$ cat config.mk
export PLATFORM = sky130hd
export DESIGN_NAME = port3_gpio
export DESIGN_NICKNAME = d
export VERILOG_FILES = /design/src/common/port3_gpio_pkg.sv /design/src/logic/port3_gpio.sv
export VERILOG_INCLUDE_DIRS = /design/src /design/src/common
export SDC_FILE = /design/constraint.sdc
export NUM_CORES = 1
export LEC_CHECK = 0
export ABC_AREA = 1
export BUFFER_PORTS_ARGS = -buffer_cell sky130_fd_sc_hd__buf_2
export CAP_MARGIN = 0
export CORE_ASPECT_RATIO = 1.2
export CORE_MARGIN = 5
export CORE_UTILIZATION = 47
export CTS_CLUSTER_SIZE = 16
export DETAILED_ROUTE_END_ITERATION = 7
export PLACE_DENSITY_LB_ADDON = 0.25
export SLEW_MARGIN = 20
export SYNTH_ARGS = -nofsm -noshare
export SYNTH_HDL_FRONTEND = slang
export SYNTH_SLANG_ARGS = --single-unit
$ cat constraint.sdc
create_clock -name CLOCK -period 1.5 [get_ports CLOCK]
set_input_delay 0.225 -clock CLOCK [delete_from_list [all_inputs] [get_ports CLOCK]]
set_output_delay 0.225 -clock CLOCK [all_outputs]
set_load 0.01 [all_outputs]
$ cat src/common/port3_gpio_consts.svh
// Register indices, field positions, reset values and bus codes for the port 3 pin block.
// Assumes it is included by bare name by the package and by the design file.
`ifndef PORT3_GPIO_CONSTS_SVH
`define PORT3_GPIO_CONSTS_SVH

// Bus address width; byte address is four times the register index.
`define P3_ADDR_W            18
`define P3_INDEX_W           16

// Register indices.
`define P3_IDX_OUTPUT_LATCH  16'hFFD6
`define P3_IDX_DIRECTION     16'hFFE6
`define P3_IDX_PULLUP        16'hFFEE
`define P3_IDX_FUNCTION_SEL  16'hFFFD
`define P3_IDX_AUX_PIN_MODE  16'hFFFF
`define P3_IDX_AUX_CONTROL   16'hFFC0

// Reset values.
`define P3_RST_PORT          3'h0
`define P3_RST_AUX_PIN_MODE  8'hF8

// Field positions.
`define P3_FS_DATAOUT        2
`define P3_FS_DATAIN         1
`define P3_FS_CLOCKPIN       0
`define P3_AUX_TXD           2
`define P3_AUX_OPENDRAIN     0
`define P3_CTL_P22_DIR       0
`define P3_CTL_CLK_SOURCE    1
`define P3_CTL_P22_LATCH     2
`define P3_CTL_P22_LEVEL     3

// Fixed read patterns.
`define P3_DIRECTION_READ    8'hFF
`define P3_AUX_RSVD_HIGH     5'h1F

// Bus response codes.
`define P3_RESP_OKAY         2'h0
`define P3_RESP_SLVERR       2'h2

`endif

$ cat src/common/port3_gpio_pkg.sv
// Types shared by the port 3 pin block and its bench.
// Assumes the constants header sits beside it on the include path.
`include "port3_gpio_consts.svh"

package port3_gpio_pkg;
   typedef logic [2:0]              port_bits_type;
   typedef logic [7:0]              reg_byte_type;
   typedef logic [`P3_ADDR_W-1:0]   bus_addr_type;
   typedef logic [`P3_INDEX_W-1:0]  reg_index_type;
   typedef logic [1:0]              bus_resp_type;
endpackage

$ cat src/logic/port3_gpio.sv
// Three-pin general purpose port with serial channel pin sharing, plus the
// transmit-data pin of port 2, reached over an AXI4-Lite register slave.
// Assumes one clock, a synchronous active-high reset, pad inputs already
// synchronous to the clock, and pads that resolve out/enable pairs outside.
`timescale 1ns/1ps
`include "port3_gpio_consts.svh"

// Overview of operation
// - Reading port data returns the latch bit for each pin set as output.
// - Reading port data returns the pin level for each pin set as input.
// - Direction bit 1 drives latch value onto pin; 0 makes it an input.
// - Direction and latch drive the pin only in general I/O function; read-back and the pull-up gate use them in any function.
// - Direction register is write-only and always reads as all ones.
// - Data, pull-up and function registers: bits 7 to 3 read zero, ignore writes.
// - With direction 0, pull-up bit 1 turns pull-up on, 0 turns it off.
// - Function bit 2 gives pin 2 to general I/O or serial data output.
// - Function bit 1 gives pin 1 to general I/O or serial data input.
// - Function bit 0 gives pin 0 to general I/O or serial clock pin.
// - Aux mode bit 2 gives port-2 pin 2 to general I/O or transmit output.
// - Unselected transmit pin follows its own direction bit: 0 input, 1 output.
// - Aux mode bit 0 makes the data-out pin push-pull (0) or open-drain (1).
// - Aux mode bits 7 to 3 read one, bit 1 reads zero; writes ignored.
// - Reset clears data, direction, pull-up and function registers; pins are inputs.
// - Reset loads the aux mode register with its fixed initial pattern.
// - Selected clock pin drives clock out when source bit 0, receives when 1.
// - Pins float in reset and standby, pull-ups stay in standby only (reset clears them); sleep and watch hold state.
module port3_gpio (
   input  wire logic                          CLOCK,
   input  wire logic                          SYS_RST,
   // AXI4-Lite slave.
   input  wire logic                          S_AXI_AWVALID,
   output logic                               S_AXI_AWREADY,
   input  wire port3_gpio_pkg::bus_addr_type  S_AXI_AWADDR,
   input  wire logic [2:0]                    S_AXI_AWPROT,
   input  wire logic                          S_AXI_WVALID,
   output logic                               S_AXI_WREADY,
   input  wire logic [31:0]                   S_AXI_WDATA,
   input  wire logic [3:0]                    S_AXI_WSTRB,
   output logic                               S_AXI_BVALID,
   input  wire logic                          S_AXI_BREADY,
   output port3_gpio_pkg::bus_resp_type       S_AXI_BRESP,
   input  wire logic                          S_AXI_ARVALID,
   output logic                               S_AXI_ARREADY,
   input  wire port3_gpio_pkg::bus_addr_type  S_AXI_ARADDR,
   input  wire logic [2:0]                    S_AXI_ARPROT,
   output logic                               S_AXI_RVALID,
   input  wire logic                          S_AXI_RREADY,
   output logic [31:0]                        S_AXI_RDATA,
   output port3_gpio_pkg::bus_resp_type       S_AXI_RRESP,
   // Power mode inputs from the system controller.
   input  wire logic                          STANDBY,
   input  wire logic                          HOLD_STATE,
   // Port 3 pads.
   input  wire port3_gpio_pkg::port_bits_type PORT_PIN_IN,
   output port3_gpio_pkg::port_bits_type      PORT_PIN_OUT,
   output port3_gpio_pkg::port_bits_type      PORT_PIN_OE_N,
   output port3_gpio_pkg::port_bits_type      PORT_PIN_PULLUP,
   // Port 2 pin 2 pad.
   input  wire logic                          P2_PIN2_IN,
   output logic                               P2_PIN2_OUT,
   output logic                               P2_PIN2_OE_N,
   // Serial channel side.
   input  wire logic                          SERIAL_DATAOUT,
   output logic                               SERIAL_DATAIN,
   input  wire logic                          SERIAL_CLOCK_OUT,
   output logic                               SERIAL_CLOCK_IN,
   input  wire logic                          TRANSMIT_DATA
);

   // Stored register bits; only the implemented bits are kept as flops.
   port3_gpio_pkg::port_bits_type port_output_latch;
   port3_gpio_pkg::port_bits_type port_direction;
   port3_gpio_pkg::port_bits_type port_pullup_enable;
   port3_gpio_pkg::port_bits_type port_function_select;
   logic                          transmit_select;
   logic                          dataout_opendrain_select;
   logic                          port2_pin2_direction;
   logic                          port2_pin2_latch;
   logic                          serial_clock_source;

   // Bus slave state.
   logic                          aw_held;
   logic                          w_held;
   port3_gpio_pkg::reg_index_type write_index;
   port3_gpio_pkg::reg_byte_type  write_byte;
   logic                          write_lane;
   logic                          do_write;
   logic                          write_hit;
   port3_gpio_pkg::reg_index_type read_index;
   port3_gpio_pkg::reg_byte_type  read_byte;
   logic                          read_hit;

   // Next pin values, worked out combinationally and then registered.
   port3_gpio_pkg::port_bits_type next_pin_out;
   port3_gpio_pkg::port_bits_type next_pin_drive;
   port3_gpio_pkg::port_bits_type next_pin_pullup;
   logic                          next_p22_out;
   logic                          next_p22_drive;
   logic                          serial_dataout_select;
   logic                          serial_datain_select;
   logic                          serial_clockpin_select;

   // Named so reset can pick its bits.
   localparam logic [7:0]         aux_reset = `P3_RST_AUX_PIN_MODE;

   // One function select per shared pin.
   assign serial_dataout_select  = port_function_select[`P3_FS_DATAOUT];
   assign serial_datain_select   = port_function_select[`P3_FS_DATAIN];
   assign serial_clockpin_select = port_function_select[`P3_FS_CLOCKPIN];

   // Write address channel: accept one address, then wait for the response to go.
   always_ff @(posedge CLOCK) begin
      if (SYS_RST) begin
         aw_held       <= 1'b0;
         write_index   <= '0;
         S_AXI_AWREADY <= 1'b1;
      end else if (S_AXI_AWVALID && S_AXI_AWREADY) begin
         aw_held       <= 1'b1;
         write_index   <= S_AXI_AWADDR[`P3_ADDR_W-1:2];
         S_AXI_AWREADY <= 1'b0;
      end else if (do_write) begin
         aw_held       <= 1'b0;
      end else if (S_AXI_BVALID && S_AXI_BREADY) begin
         S_AXI_AWREADY <= 1'b1;
      end
   end

   // Write data channel: only the low byte lane carries register data.
   always_ff @(posedge CLOCK) begin
      if (SYS_RST) begin
         w_held       <= 1'b0;
         write_byte   <= '0;
         write_lane   <= 1'b0;
         S_AXI_WREADY <= 1'b1;
      end else if (S_AXI_WVALID && S_AXI_WREADY) begin
         w_held       <= 1'b1;
         write_byte   <= S_AXI_WDATA[7:0];
         write_lane   <= S_AXI_WSTRB[0];
         S_AXI_WREADY <= 1'b0;
      end else if (do_write) begin
         w_held       <= 1'b0;
      end else if (S_AXI_BVALID && S_AXI_BREADY) begin
         S_AXI_WREADY <= 1'b1;
      end
   end

   // A write happens once both halves are held; the ready flags stay low until
   // the response is taken, which keeps a single write in flight.
   assign do_write  = aw_held && w_held && !S_AXI_BVALID;
   assign write_hit = (write_index == `P3_IDX_OUTPUT_LATCH) ||
                      (write_index == `P3_IDX_DIRECTION)    ||
                      (write_index == `P3_IDX_PULLUP)       ||
                      (write_index == `P3_IDX_FUNCTION_SEL) ||
                      (write_index == `P3_IDX_AUX_PIN_MODE) ||
                      (write_index == `P3_IDX_AUX_CONTROL);

   // Write response: unmapped indices answer with a slave error and change nothing.
   always_ff @(posedge CLOCK) begin
      if (SYS_RST) begin
         S_AXI_BVALID <= 1'b0;
         S_AXI_BRESP  <= `P3_RESP_OKAY;
      end else if (do_write) begin
         S_AXI_BVALID <= 1'b1;
         S_AXI_BRESP  <= write_hit ? `P3_RESP_OKAY : `P3_RESP_SLVERR;
      end else if (S_AXI_BREADY) begin
         S_AXI_BVALID <= 1'b0;
      end
   end

   // Port 3 registers; a write with the low strobe clear leaves them alone.
   always_ff @(posedge CLOCK) begin
      if (SYS_RST) begin
         port_output_latch    <= `P3_RST_PORT;
         port_direction       <= `P3_RST_PORT;
         port_pullup_enable   <= `P3_RST_PORT;
         port_function_select <= `P3_RST_PORT;
      end else if (do_write && write_lane) begin
         // Upper bits are dropped here so reserved bits can never be set.
         case (write_index)
            `P3_IDX_OUTPUT_LATCH: port_output_latch    <= write_byte[2:0];
            `P3_IDX_DIRECTION:    port_direction       <= write_byte[2:0];
            `P3_IDX_PULLUP:       port_pullup_enable   <= write_byte[2:0];
            `P3_IDX_FUNCTION_SEL: port_function_select <= write_byte[2:0];
            default: begin
            end
         endcase
      end
   end

   // Auxiliary mode bits and the extra control register.
   always_ff @(posedge CLOCK) begin
      if (SYS_RST) begin
         transmit_select          <= aux_reset[`P3_AUX_TXD];
         dataout_opendrain_select <= aux_reset[`P3_AUX_OPENDRAIN];
         port2_pin2_direction     <= 1'b0;
         port2_pin2_latch         <= 1'b0;
         serial_clock_source      <= 1'b0;
      end else if (do_write && write_lane) begin
         if (write_index == `P3_IDX_AUX_PIN_MODE) begin
            // Only bits 2 and 0 are stored; the rest are fixed on read.
            transmit_select          <= write_byte[`P3_AUX_TXD];
            dataout_opendrain_select <= write_byte[`P3_AUX_OPENDRAIN];
         end
         if (write_index == `P3_IDX_AUX_CONTROL) begin
            port2_pin2_direction <= write_byte[`P3_CTL_P22_DIR];
            port2_pin2_latch     <= write_byte[`P3_CTL_P22_LATCH];
            serial_clock_source  <= write_byte[`P3_CTL_CLK_SOURCE];
         end
      end
   end

   // Read mux, sampled at the address handshake so the answer reflects that edge.
   assign read_hit = (read_index == `P3_IDX_OUTPUT_LATCH) ||
                     (read_index == `P3_IDX_DIRECTION)    ||
                     (read_index == `P3_IDX_PULLUP)       ||
                     (read_index == `P3_IDX_FUNCTION_SEL) ||
                     (read_index == `P3_IDX_AUX_PIN_MODE) ||
                     (read_index == `P3_IDX_AUX_CONTROL);
   assign read_index = S_AXI_ARADDR[`P3_ADDR_W-1:2];

   // Read byte for the addressed register.
   always_comb begin
      read_byte = 8'h00;
      case (read_index)
         `P3_IDX_OUTPUT_LATCH: begin
            // Outputs read back the latch, inputs read the pad.
            read_byte = {5'h00, (port_direction & port_output_latch) |
                                (~port_direction & PORT_PIN_IN)};
         end
         `P3_IDX_DIRECTION: begin
            read_byte = `P3_DIRECTION_READ;
         end
         `P3_IDX_PULLUP: begin
            read_byte = {5'h00, port_pullup_enable};
         end
         `P3_IDX_FUNCTION_SEL: begin
            read_byte = {5'h00, port_function_select};
         end
         `P3_IDX_AUX_PIN_MODE: begin
            read_byte = {`P3_AUX_RSVD_HIGH, transmit_select, 1'b0,
                         dataout_opendrain_select};
         end
         `P3_IDX_AUX_CONTROL: begin
            read_byte = {4'h0, P2_PIN2_IN, port2_pin2_latch, serial_clock_source,
                         port2_pin2_direction};
         end
         default: begin
            read_byte = 8'h00;
         end
      endcase
   end

   // Read channel: one read in flight, answered one edge after the address.
   always_ff @(posedge CLOCK) begin
      if (SYS_RST) begin
         S_AXI_ARREADY <= 1'b1;
         S_AXI_RVALID  <= 1'b0;
         S_AXI_RDATA   <= 32'h00000000;
         S_AXI_RRESP   <= `P3_RESP_OKAY;
      end else if (S_AXI_ARVALID && S_AXI_ARREADY) begin
         S_AXI_ARREADY <= 1'b0;
         S_AXI_RVALID  <= 1'b1;
         S_AXI_RDATA   <= {24'h000000, read_byte};
         S_AXI_RRESP   <= read_hit ? `P3_RESP_OKAY : `P3_RESP_SLVERR;
      end else if (S_AXI_RVALID && S_AXI_RREADY) begin
         S_AXI_RVALID  <= 1'b0;
         S_AXI_ARREADY <= 1'b1;
      end
   end

   // Pin ownership. General I/O drives from the latch when the direction bit
   // is set; a serial function takes the pin over regardless of direction.
   always_comb begin
      next_pin_out   = port_output_latch;
      next_pin_drive = port_direction;
      // Pin 2: serial data output.
      if (serial_dataout_select) begin
         next_pin_out[2]   = SERIAL_DATAOUT;
         next_pin_drive[2] = 1'b1;
      end
      // Open-drain removes the high side, so a one lets the pin float.
      if (dataout_opendrain_select && next_pin_out[2]) begin
         next_pin_drive[2] = 1'b0;
      end
      // Pin 1: serial data input, never driven.
      if (serial_datain_select) begin
         next_pin_out[1]   = 1'b0;
         next_pin_drive[1] = 1'b0;
      end
      // Pin 0: serial clock, direction chosen by the channel's clock source.
      if (serial_clockpin_select) begin
         next_pin_out[0]   = SERIAL_CLOCK_OUT;
         next_pin_drive[0] = !serial_clock_source;
      end
   end

   // Port 2 pin 2: transmit output or plain I/O under its own direction bit.
   always_comb begin
      if (transmit_select) begin
         next_p22_out   = TRANSMIT_DATA;
         next_p22_drive = 1'b1;
      end else begin
         next_p22_out   = port2_pin2_latch;
         next_p22_drive = port2_pin2_direction;
      end
   end

   // Pull-ups: only a pin whose direction bit is clear may have one.
   assign next_pin_pullup = port_pullup_enable & ~port_direction;

   // Pad registers, one generate lane per pin. Reset and standby float the
   // driver; sleep and watch freeze every pad output where it stands. The
   // pull-up is left alone in standby so a pulled pin still sits high.
   genvar pin;
   generate
      for (pin = 0; pin < 3; pin = pin + 1) begin : g_pad
         always_ff @(posedge CLOCK) begin
            if (SYS_RST) begin
               PORT_PIN_OUT[pin]    <= 1'b0;
               PORT_PIN_OE_N[pin]   <= 1'b1;
               PORT_PIN_PULLUP[pin] <= 1'b0;
            end else if (HOLD_STATE) begin
               PORT_PIN_OUT[pin]    <= PORT_PIN_OUT[pin];
               PORT_PIN_OE_N[pin]   <= PORT_PIN_OE_N[pin];
               PORT_PIN_PULLUP[pin] <= PORT_PIN_PULLUP[pin];
            end else if (STANDBY) begin
               PORT_PIN_OUT[pin]    <= next_pin_out[pin];
               PORT_PIN_OE_N[pin]   <= 1'b1;
               PORT_PIN_PULLUP[pin] <= next_pin_pullup[pin];
            end else begin
               PORT_PIN_OUT[pin]    <= next_pin_out[pin];
               PORT_PIN_OE_N[pin]   <= !next_pin_drive[pin];
               PORT_PIN_PULLUP[pin] <= next_pin_pullup[pin];
            end
         end
      end
   endgenerate

   // Port 2 pin 2 pad, with the same power-mode treatment as port 3.
   always_ff @(posedge CLOCK) begin
      if (SYS_RST) begin
         P2_PIN2_OUT  <= 1'b0;
         P2_PIN2_OE_N <= 1'b1;
      end else if (HOLD_STATE) begin
         P2_PIN2_OUT  <= P2_PIN2_OUT;
         P2_PIN2_OE_N <= P2_PIN2_OE_N;
      end else if (STANDBY) begin
         P2_PIN2_OUT  <= next_p22_out;
         P2_PIN2_OE_N <= 1'b1;
      end else begin
         P2_PIN2_OUT  <= next_p22_out;
         P2_PIN2_OE_N <= !next_p22_drive;
      end
   end

   // Serial inputs toward the channel. Idle data reads high and an unselected
   // clock reads low, so the channel sees no false edges while unrouted.
   always_ff @(posedge CLOCK) begin
      if (SYS_RST) begin
         SERIAL_DATAIN   <= 1'b1;
         SERIAL_CLOCK_IN <= 1'b0;
      end else begin
         SERIAL_DATAIN   <= serial_datain_select ? PORT_PIN_IN[1] : 1'b1;
         SERIAL_CLOCK_IN <= (serial_clockpin_select && serial_clock_source) ?
                            PORT_PIN_IN[0] : 1'b0;
      end
   end

endmodule

==> results by group <==
Status
  – Run status: finished, final reports clean

Synthesis
  – EDFF count, synth: 0
  – Register bit count reported by yosys: 64
  – Biggest area consumer among synthesized cells: sky130_fd_sc_hd__dfxtp_1
  – Count of mapped cells out of synthesis: 476
  – Sequential cell area fraction in the yosys report: 39.35%
  – Mean Syn Cell Area: 6.840 um2
  – Leading cell types by total area after synthesis: sky130_fd_sc_hd__dfxtp_1 (39%), sky130_fd_sc_hd__nand2_1 (10%), sky130_fd_sc_hd__nor2_1 (9.1%)
  – Dominant register cell in the synthesized netlist: sky130_fd_sc_hd__dfxtp_1
  – Yosys synthesis warning count: 0
  – Cell area after synthesis: 3256 um2
  – Area share of the largest cell type after synthesis: 39.35%
  – Most common cell in the synthesized netlist: sky130_fd_sc_hd__nand2_1
  – Top cell types by occurrence after synthesis: sky130_fd_sc_hd__nand2_1 (87), sky130_fd_sc_hd__nor2_1 (79), sky130_fd_sc_hd__dfxtp_1 (64), sky130_fd_sc_hd__o21ai_0 (48), sky130_fd_sc_hd__inv_1 (42)
  – Share of synthesized flip-flops with an asynchronous set or reset: 0%
  – Count of different cell masters after synthesis: 32

Worst setup path
  – Worst Setup Path Type: flop to flop
  – Launching element type of the critical path: flop
  – Required time of the critical path: 1.77 ns
  – Data arrival time of the critical path: 1.58 ns
  – Maximum net fanout on the critical path: 4
  – Endpoint class of the critical path: flop

Global routing
  – GRT Residual Overflow: 0
  – Via count of the first global-routing pass: 2,856
  – Overall routing resource usage: around 18%
  – Wire length of the first global-routing pass: 12.45 mm
  – Number of antenna violations at the first check in global routing: 0
  – Largest net degree at the start of global routing: 31

Clocking
  – Clk Tree Root Cell: sky130_fd_sc_hd__clkbuf_8
  – Number of setup buffers added after CTS: 0
  – TritonCTS clock tree: done
  – Total of cells resized after clock tree synthesis: 0
  – Clock latency on the worst-skew pair: 0.33 ns
  – Clock buffer count from CTS: 9
  – Number of buffers on the longest clock path: 2
  – Maximum level of the CTS H-tree: 3
  – Count of clock tree sinks: 64
  – Quantity of hold-fixing buffers added after cts: 0
  – Clock slew at reported path FFs: approximately 0.070 ns

Routing
  – Vias per Instance: 4.817
  – Number of detailed-route iterations in the first pass: 4
  – DRC violation count after routing: 0
  – Vias: 3,107
  – Post-DRT Antenna Nets: 0
  – Starting DRC count in detailed routing: 119
  – Wire length per cell: 11.89 um
  – Post-Route WL: 7.666 mm

Timing
  – Largest clock skew in the final design: approximately 0.01 ns
  – Setup-violating endpoint count in the final report: 0
  – Final number of hold-violating endpoints: 0
  – Hold_ws: between 0.1 and 0.15 ns
  – Number of pins with negative max-slew slack in the final report: 0
  – RSZ-0062 raised after global routing: false
  – Setup TNS: 0 ns
  – Fmax achieved: 762.1 MHz
  – Tmin final: 1.312 ns
  – Fraction of the cycle the final worst path needs: 87.47%

Die
  – Die extent in y: a little over 100 um
  – Number of top-level pins: 148
  – Horizontal extent of the die: 85.98 um
  – Effective utilization at floorplan: between 40% and 50%
  – Area of the core: ~6800 um2
  – Die outline area: roughly 8700 um2
  – Number of rows created at floorplan: 33

Run
  – Max-cap check violation count: 0

Layout
  – Layout overhead on the synthesized area: 16.76%
  – Final #Nets: 648
  – Antenna fix cells: 0
  – Fraction of layout cells with a size suffix above 1: 22.76%
  – Non-filler cells, final: 645

Worst hold path
  – Path type of the worst min-delay path: input port to flop

Power
  – Power density relative to cell area: just under 1000 nW/um2
  – Leakage: 1.824 nW
  – Fraction of power consumed by the clock network: 35.8%
  – Net Sw Frac: about 27%
  – Net load switching power: 0.001004 W
  – Share of power burned in registers: 51.0%
  – Cell internal power dissipation: 0.002653 W
  – Final total power: 0.003657 W
  – Worst IR Drop VDD: 724.9 uV
  – Logic gate share of total power: 13.1%

Placement
  – Buffers on Ports: 79
  – Weighted congestion at the end of routability-driven global placement: 0.8908
  – Placed cells: 630
  – Placed wire-length estimate after detailed placement: between 6 and 7 mm
-- layer usage --
layer  global-route usage [%]  wire length, um  up-vias
met5                        0                0        -
met4                    8.648              198        0
met3                    3.580              453       17
met2                    33.35             3876       81
met1                    19.56             3137     1377
li1                         -                -     1632
-- power groups by stage --
stage	combinational, W	sequential, W	clock (W)
2_1_floorplan	0.000334	0.00191	0
3_3_place_gp	0.000473	0.00190	0
3_5_place_dp	0.000483	0.00191	0
4_1_cts	0.000485	0.00187	0.00135
5_1_grt	0.000549	0.00188	0.00143
6_report	0.000481	0.00187	0.00131
-- stage by stage --
step	instance area, um2	setup WS [ns]	util, %
2_1_floorplan	3349	0.3997	-
3_3_place_gp	3628	0.2728	53.26
3_5_place_dp	3628	0.2394	53.26
4_1_cts	3801	0.1816	55.79
5_1_grt	3801	0.04109	55.79
6_report	3801	0.1879	55.79
-- worst paths after layout --
| path | startpoint | to | slack, ns | depth (start not counted) |
|---|---|---|---|---|
| hold / removal | PORT_PIN_IN[1] | SERIAL_DATAIN | 0.11 | 3 |
| hold reg to reg | PORT_PIN_OE_N[0] | PORT_PIN_OE_N[0] | 0.48 | 2 |
| setup reg to reg | write_index[7] | port2_pin2_latch | 0.19 | 7 |
| setup / recovery | write_index[7] | port2_pin2_latch | 0.19 | 7 |
-- layout make-up --
type                       count  area [um2]
sequential                    64        1281
clock buffer                  12       155.1
clock inverter                 3       17.52
fill                         706        3012
multi-input combinational    347        1615
tap                           87       108.9
inverter                      49       185.2
timing repair buffer          83       437.9
-- logic make-up (layout without fill, tap and decap cells) --
kind of cell           Yosys count  count (layout)  share of synthesized area, %
other                            1              26                        0.1152
buffers and inverters           90             147                         13.91
muxes                            2               2                        0.6917
AOI/OAI and AO/OA               89              89                         13.95
and+or+nand+nor                230             230                         31.98
DFF                             64              64                         39.35
-- state kept, by name, indices dropped and copies added, names as in the netlist, 3 cells and up --
signal and cells:
port_output_latch 3, PORT_PIN_OE_N 3, write_byte 3, write_index 16, port_direction 3, port_function_select 3
PORT_PIN_OUT 3, port_pullup_enable 3, S_AXI_RDATA 5, PORT_PIN_PULLUP 3
-- critical path, cell delays in order, from the launching register on --
cell and delay (ns):
sky130_fd_sc_hd__dfxtp_1 0.35, sky130_fd_sc_hd__nand2_1 0.08, sky130_fd_sc_hd__nor2_1 0.15, sky130_fd_sc_hd__nor3b_2 0.25
sky130_fd_sc_hd__nand3_2 0.14, sky130_fd_sc_hd__clkinv_1 0.10, sky130_fd_sc_hd__nand2_1 0.05, sky130_fd_sc_hd__a21oi_1 0.12
-- placed cells by master, fill, tap and decap left out, drive strengths merged --
| cell | netlist | layout |
|---|---|---|
| dfxtp | 64 | 64 |
| a21oi | 34 | 34 |
| buf | 33 | 83 |
| o211ai | 1 | 1 |
| nand4 | 6 | 6 |
| nand2 | 92 | 92 |
| nand3 | 34 | 34 |
| inv | 46 | 46 |
| mux2 | 2 | 2 |
| clkbuf | 8 | 12 |
| nor3 | 5 | 5 |
| clkinvlp | 0 | 1 |
| nor2b | 1 | 1 |
| conb | 1 | 26 |
| nor4 | 1 | 1 |
| nor3b | 1 | 1 |
| nor2 | 90 | 90 |
| o21ai | 51 | 51 |
| o22ai | 1 | 1 |
| clkinv | 3 | 5 |
| o21a | 2 | 2 |
(Power assumes the default switching activity.)
